File: config.mk
export PLATFORM = sky130hd
export DESIGN_NAME = ddw_watchdog
export DESIGN_NICKNAME = d
export VERILOG_FILES = /design/src/core/ddw_prescaler.v /design/src/core/ddw_watchdog.v
export VERILOG_INCLUDE_DIRS = /design/src /design/src/core
export SDC_FILE = /design/constraint.sdc
export NUM_CORES = 1
export LEC_CHECK = 0
export ABC_CLOCK_PERIOD_IN_PS = 2940
export BUFFER_PORTS_ARGS = -buffer_cell sky130_fd_sc_hd__buf_2
export CAP_MARGIN = 20
export CORE_MARGIN = 1.5
export CORE_UTILIZATION = 57
export DETAILED_ROUTE_END_ITERATION = 10
export PLACE_DENSITY = 0.83
export SLEW_MARGIN = 20
export SYNTH_ARGS = -nofsm -noshare
export SYNTH_HDL_FRONTEND = slang
export SYNTH_SLANG_ARGS = --single-unit
File: constraint.sdc
create_clock -name I_REF_CLK -period 2.94 [get_ports I_REF_CLK]
set_clock_uncertainty 0.2 [all_clocks]
set_input_delay 0.147 -clock I_REF_CLK [delete_from_list [all_inputs] [get_ports I_REF_CLK]]
set_output_delay 0.147 -clock I_REF_CLK [all_outputs]
set_load 0.1 [all_outputs]
File: src/core/ddw_defines.vh
// Summary of operation
// - reset loads control register with FEh
// - soft reset bit cleared resets chip
// - register period bits reversed versus counter
// - 64 periods, 3072 to 196608 cycles
// - hardware activation forces activation bit high
// - software activation sticks until reset
// - inactive counter resets chip too, without guard
// - at least 28 instructions before active counter expiry resets chip
// - active counter clearing soft reset bit resets chip
// - hardware activation without gating: stop waits
// - gated stop with NMI high freezes counter
// - wake from stop resumes countdown
`ifndef DDW_DEFINES_VH
`define DDW_DEFINES_VH
`define DDW_ADDR_CTRL    8'hD8
`define DDW_RESET_VALUE  8'hFE
`define DDW_BIT_ACT      0
`define DDW_BIT_SR       1
`define DDW_PRESCALE     3072
`define DDW_PRESCALE_W   12
`define DDW_GUARD_INSTR  28
`endif

File: src/core/ddw_prescaler.v
`timescale 1ns/1ps
`include "ddw_defines.vh"
module ddw_prescaler #(
  parameter DIV   = `DDW_PRESCALE,
  parameter WIDTH = `DDW_PRESCALE_W
) (
  input  wire i_clk,
  input  wire i_rst_n,
  input  wire i_clear,
  input  wire i_run,
  output reg  o_tick
);
  reg [WIDTH-1:0] cnt_r;
  always @(posedge i_clk) begin
    if (!i_rst_n || i_clear) begin
      cnt_r  <= {WIDTH{1'b0}};
      o_tick <= 1'b0;
    end else if (i_run) begin
      if (cnt_r == DIV[WIDTH-1:0] - {{(WIDTH-1){1'b0}}, 1'b1}) begin
        cnt_r  <= {WIDTH{1'b0}};
        o_tick <= 1'b1;
      end else begin
        cnt_r  <= cnt_r + {{(WIDTH-1){1'b0}}, 1'b1};
        o_tick <= 1'b0;
      end
    end else begin
      o_tick <= 1'b0;
    end
  end
endmodule

File: src/core/ddw_watchdog.v
`timescale 1ns/1ps
`include "ddw_defines.vh"
module ddw_watchdog #(
  parameter PRESCALE = `DDW_PRESCALE,
  parameter GUARD    = `DDW_GUARD_INSTR
) (
  input  wire       I_REF_CLK,
  input  wire       I_RST_N,
  input  wire       i_hw_activation,
  input  wire       i_stop_gating,
  input  wire [7:0] i_addr,
  input  wire [7:0] i_wdata,
  input  wire       i_wr,
  input  wire       i_rd,
  input  wire       i_instr_done,
  input  wire       i_stop_instr,
  input  wire       i_wake,
  input  wire       i_nmi_pin,
  output reg  [7:0] o_rdata,
  output reg        o_sys_reset,
  output reg        o_stop_mode,
  output reg        o_wait_mode,
  output reg        o_active
);
  // register image, physical order: cnt[6]=soft reset bit, cnt[5:0]=period
  reg  [6:0] cnt_r;
  reg  [6:0] cnt_nxt;
  reg        act_r;
  reg        act_nxt;
  reg        frozen_r;
  reg  [5:0] guard_r;
  reg        armed_r;
  reg        hw_opt_r;
  wire       sel_wr;
  wire       tick;
  wire       trigger;
  reg  [5:0] guard_nxt;
  reg        armed_nxt;
  reg        frozen_nxt;
  reg        sys_reset_nxt;
  reg        stop_mode_nxt;
  reg        wait_mode_nxt;
  reg  [7:0] rdata_nxt;
  wire       sel_rd;

  // reversed bit order between register and counter
  function [6:0] reg_to_cnt;
    input [7:0] v;
    begin
      reg_to_cnt = {v[1], v[2], v[3], v[4], v[5], v[6], v[7]};
    end
  endfunction

  function [7:0] cnt_to_reg;
    input [6:0] c;
    input       a;
    begin
      cnt_to_reg = {c[0], c[1], c[2], c[3], c[4], c[5], c[6], a};
    end
  endfunction

  // single register decode shared by both strobes
  function is_ctrl;
    input [7:0] addr;
    begin
      is_ctrl = (addr == `DDW_ADDR_CTRL);
    end
  endfunction

  assign sel_wr = i_wr && is_ctrl(i_addr);
  assign sel_rd = i_rd && is_ctrl(i_addr);

  ddw_prescaler #(
    .DIV   (PRESCALE),
    .WIDTH (`DDW_PRESCALE_W)
  ) u_pre (
    .i_clk   (I_REF_CLK),
    .i_rst_n (I_RST_N),
    .i_clear (sel_wr),
    .i_run   (!frozen_r),
    .o_tick  (tick)
  );

  always @* begin
    cnt_nxt = cnt_r;
    act_nxt = act_r | hw_opt_r;
    if (sel_wr) begin
      cnt_nxt = reg_to_cnt(i_wdata);
      act_nxt = act_r | hw_opt_r | i_wdata[`DDW_BIT_ACT];
    end else if (tick) begin
      cnt_nxt = cnt_r - 7'h01;
    end
  end

  assign trigger = !cnt_nxt[6] && (armed_r || !act_r);

  always @(posedge I_REF_CLK) begin
    if (!I_RST_N) begin
      hw_opt_r <= 1'b0;
    end else begin
      hw_opt_r <= i_hw_activation;
    end
  end

  always @* begin
    guard_nxt = guard_r;
    armed_nxt = armed_r;
    // guard idle until activation
    if (!act_r) begin
      guard_nxt = 6'h00;
      armed_nxt = 1'b0;
    end else if (!armed_r && i_instr_done) begin
      guard_nxt = guard_r + 6'h01;
      if (guard_r == GUARD[5:0] - 6'h01) begin
        armed_nxt = 1'b1;
      end
    end
  end

  // write clearing soft reset bit always resets at once
  always @* begin
    if (sel_wr && !i_wdata[`DDW_BIT_SR]) begin
      sys_reset_nxt = 1'b1;
    end else if (act_r && !armed_r) begin
      // expiry hidden during the guard window
      sys_reset_nxt = 1'b0;
    end else begin
      sys_reset_nxt = trigger;
    end
  end

  // idle state, stop gating and NMI decide stop vs wait
  always @* begin
    frozen_nxt    = frozen_r;
    stop_mode_nxt = o_stop_mode;
    wait_mode_nxt = o_wait_mode;
    // stop outranks a wake in the same cycle
    if (i_stop_instr) begin
      if (!act_r && !hw_opt_r) begin
        // idle watchdog: true stop allowed
        frozen_nxt    = 1'b1;
        stop_mode_nxt = 1'b1;
      end else if (i_stop_gating && i_nmi_pin) begin
        frozen_nxt    = 1'b1;
        stop_mode_nxt = 1'b1;
      end else begin
        wait_mode_nxt = 1'b1;
      end
    end else if (i_wake) begin
      frozen_nxt    = 1'b0;
      stop_mode_nxt = 1'b0;
      wait_mode_nxt = 1'b0;
    end
  end

  // registered image, holds until next read
  always @* begin
    rdata_nxt = o_rdata;
    if (sel_rd) begin
      rdata_nxt = cnt_to_reg(cnt_r, act_r | hw_opt_r);
    end
  end

  // write reload and prescaled decrement
  always @(posedge I_REF_CLK) begin
    if (!I_RST_N) begin
      cnt_r <= reg_to_cnt(`DDW_RESET_VALUE);
      act_r <= 1'b0;
    end else begin
      cnt_r <= cnt_nxt;
      act_r <= act_nxt;
    end
  end

  always @(posedge I_REF_CLK) begin
    if (!I_RST_N) begin
      guard_r <= 6'h00;
      armed_r <= 1'b0;
    end else begin
      guard_r <= guard_nxt;
      armed_r <= armed_nxt;
    end
  end

  // frozen counter also holds its prescaler phase
  always @(posedge I_REF_CLK) begin
    if (!I_RST_N) begin
      frozen_r <= 1'b0;
    end else begin
      frozen_r <= frozen_nxt;
    end
  end

  always @(posedge I_REF_CLK) begin
    if (!I_RST_N) begin
      o_sys_reset <= 1'b0;
    end else begin
      o_sys_reset <= sys_reset_nxt;
    end
  end

  always @(posedge I_REF_CLK) begin
    if (!I_RST_N) begin
      o_stop_mode <= 1'b0;
      o_wait_mode <= 1'b0;
      o_active    <= 1'b0;
    end else begin
      o_stop_mode <= stop_mode_nxt;
      o_wait_mode <= wait_mode_nxt;
      o_active    <= act_nxt;
    end
  end

  always @(posedge I_REF_CLK) begin
    if (!I_RST_N) begin
      o_rdata <= 8'h00;
    end else begin
      o_rdata <= rdata_nxt;
    end
  end
endmodule

==> impl_metrics.json <==
{
  "status": "complete, but fails checks",
  "violations": "DRC",
  "synth_adder_area_share": 0.02155,
  "yosys.area_share.simple": 0.2543,
  "netlist_area_sq_um": 1742,
  "multi_input_area_sq_um": 902.1,
  "synth_compound_gate_area_share": 0.05101,
  "io_buffer_count": 37,
  "regToRegStartpoint": "cnt_r[0]",
  "fillCellCount": 193,
  "most-common-layout-cells": "dfxtp_1, buf_2, nor2_1",
  "finalCritPeriodShare": 0.8017,
  "synth_area_per_cell_sq_um": 9.676,
  "cp_cell_sequence": "inv_1 > ha_1 > nor4bb_1 > xor2_1 > mux2i_1 > nand2_1 > dlygate4sd3_1",
  "timing.rr.end": "cnt_r[4]",
  "io_pins": 38,
  "top_layer": "met4",
  "worstRegToRegCells": 7,
  "synth_top_family_by_area": "simple AND/OR/NAND/NOR gates",
  "die_w_um": 58.28,
  "setup_slack_ps": 583.0,
  "ctsHoldBuffers": 18,
  "yosys-top-cells-area": "dfxtp_1, mux2i_1, xor2_1, nor2_1, xnor2_1",
  "synth_largest_area_cell": "dfxtp_1",
  "wl_met1_um": 1535,
  "clkLatencyLatePin_ps": 340,
  "cts_resized": 0,
  "post_cts.repair.setup_buffers": 0,
  "grt_first_pass_wirelength_um": 6210,
  "grt_usage": 0.2446,
  "synthXorXnorAreaFrac": 0.1106,
  "synthMuxAreaShare": 0.08046,
  "drv_slew": 0,
  "wire_per_inst_um": 14.04,
  "drive_gt1_frac": 0.2110,
  "num_rows": 19,
  "routed_wl_um": 3763,
  "syn-num-nets": 209,
  "synth_cell_types": 37,
  "power_density_nw_per_um2": 438.3,
  "regArea_sq_um": 800.8,
  "layout.nets": 266,
  "max_clock_freq_ghz": 0.4243,
  "ys_ff_latch": 40,
  "required_ps": 2980,
  "critPathCapture": "cnt_r[4]",
  "drc": 4,
  "dpl.cell_count": 243,
  "start_util": 0.6157,
  "synthFlopType": "dfxtp_1",
  "die_h_um": 58.28,
  "design_area_sq_um": 2191,
  "grt_max_degree": 26,
  "clk_pin_slew_ps": 110,
  "timing_worst_slew_pin_value_ps": 646.6,
  "stdcell_count": 268,
  "critical_path.max_stage_delay_ps": 560,
  "p_total_mw": 0.9602,
  "cp_max_fo": 4,
  "dr_wl_met3_um": 157,
  "clock_path_buffers": 2,
  "hold_path_class": "in2reg",
  "ir_drop_v": 0.0003318,
  "tns_ps": 0,
  "synth_warnings": 0,
  "grt_antenna_before_repair": 0,
  "gr-total-overflow": 0,
  "r2r_slack_ps": 580,
  "grt_pass1_vias": 1493,
  "core_area_sq_um": 2829,
  "avgViaCountPerCell": 5.369,
  "numClockSinks": 40,
  "synth.top_cell.area_share": 0.4598,
  "synth_edf_count": 0,
  "synthArstFlopShare": 0,
  "ant_nets": 0,
  "drt-initial-drc-count": 58,
  "dp.final_hpwl_um": 2552,
  "slew_headroom": 0.5678,
  "diodes": 0,
  "htree_num_levels": 2,
  "cts_tree": "yes",
  "crit_start": "cnt_r[0]",
  "finalSetupViolCount": 0,
  "power.leakage_nw": 0.9704,
  "drt_pass1_iterations": 8,
  "cp-end-kind": "register",
  "worstPathArrival_ps": 2400,
  "syn_to_final_growth_pct": 25.79,
  "fp.dieArea_sq_um": 3396,
  "cap_violations": 0,
  "crit_slowest_cell": "dlygate4sd3_1",
  "rsz0062_at_grt": "false",
  "timing.final.crit_period_ps": 2357,
  "pre_cts_slack_ps": 736.2,
  "cts_buffers": 5,
  "final_common_cell": "dfxtp_1",
  "finalWeightedCongestion": 0.7330,
  "ys_seq_area_frac": 0.4598,
  "critPathKind": "reg2reg",
  "routed-via-count": 1439,
  "placed_area_sq_um": 1946,
  "critPathLaunchType": "register",
  "cts-root-buf": "clkbuf_4",
  "postSynthCellCount": 180,
  "met2WireLength_um": 1935,
  "hold_viol": 0
}
-- cells by family (layout without fill, tap and decap cells) --
| group | Yosys count | count (layout) |
|---|---|---|
| compound gates | 10 | 10 |
| xor+xnor | 22 | 22 |
| fa+ha+maj | 3 | 3 |
| buf+inv | 10 | 67 |
| flops | 40 | 40 |
| mux | 14 | 14 |
| simple gates | 81 | 81 |
-- critical path: cells and delay by family (launching register included) --
kind	cells	cell delay, ps
xor+xnor	1	140
buf+inv	2	650
mux	1	150
fa+ha+maj	1	200
flops	1	360
simple gates	2	560
-- per-layer routing --
metal | vias to the layer above | global-route usage
met5 | - | 0
met4 | 0 | 0.1362
met3 | 14 | 0.04911
met2 | 35 | 0.4526
met1 | 661 | 0.2532
li1 | 729 | -
-- synth_stat cells, types with 2 or more instances --
master	instances
a21oi_1	2
a31oi_1	2
and2_1	2
clkbuf_1	4
dfxtp_1	40
ha_1	3
inv_1	5
mux2i_1	14
nand2_1	16
nand2b_1	3
nand3_1	2
nand4_1	5
nor2_1	24
nor2b_1	9
nor3_1	4
nor3b_1	3
nor4_1	2
xnor2_1	10
xor2_1	12
-- how the worst min path moves through the flow --
stage,startpoint,end,slack [ps],cells after the start
4_1_cts,I_RST_N,o_rdata[0],30,2
3_5_place_dp,i_wdata[4],cnt_r[3],170,3
6_report,I_RST_N,o_rdata[0],40,2
2_1_floorplan,i_wdata[7],cnt_r[0],70,2
5_1_grt,I_RST_N,o_rdata[0],60,2
3_3_place_gp,i_hw_activation,hw_opt_r,170,2
-- cell type report --
class	count	area share
inverters	5	0.008567
multi-input cells	130	0.4118
clock buffers	7	0.02970
well taps	31	0.01770
repair buffers	55	0.1668
flip-flops and latches	40	0.3655
-- metrics by stage --
step / util / hold slack [ps]
finish: 0.7744 / 42.83
global route: 0.7744 / 60.18
CTS: 0.7744 / 25.99
detailed placement: 0.6877 / 171.3
global placement: 0.6877 / 165.3
floorplan: - / 72.11
-- registers in the layout (all words and copies together), names as in the netlist --
name and flops:
armed_r 1, u_pre.cnt_r 12, o_stop_mode 1, cnt_r 7, guard_r 6, o_active 1, u_pre.o_tick 1, o_rdata 8
hw_opt_r 1, o_wait_mode 1, o_sys_reset 1
-- power by group --
group / internal [mW] / switching [mW]
registers: 0.552 / 0.00947
clock network: 0.136 / 0.167
logic: 0.0431 / 0.0537
total: 0.731 / 0.230
(Power assumes the default switching activity.)
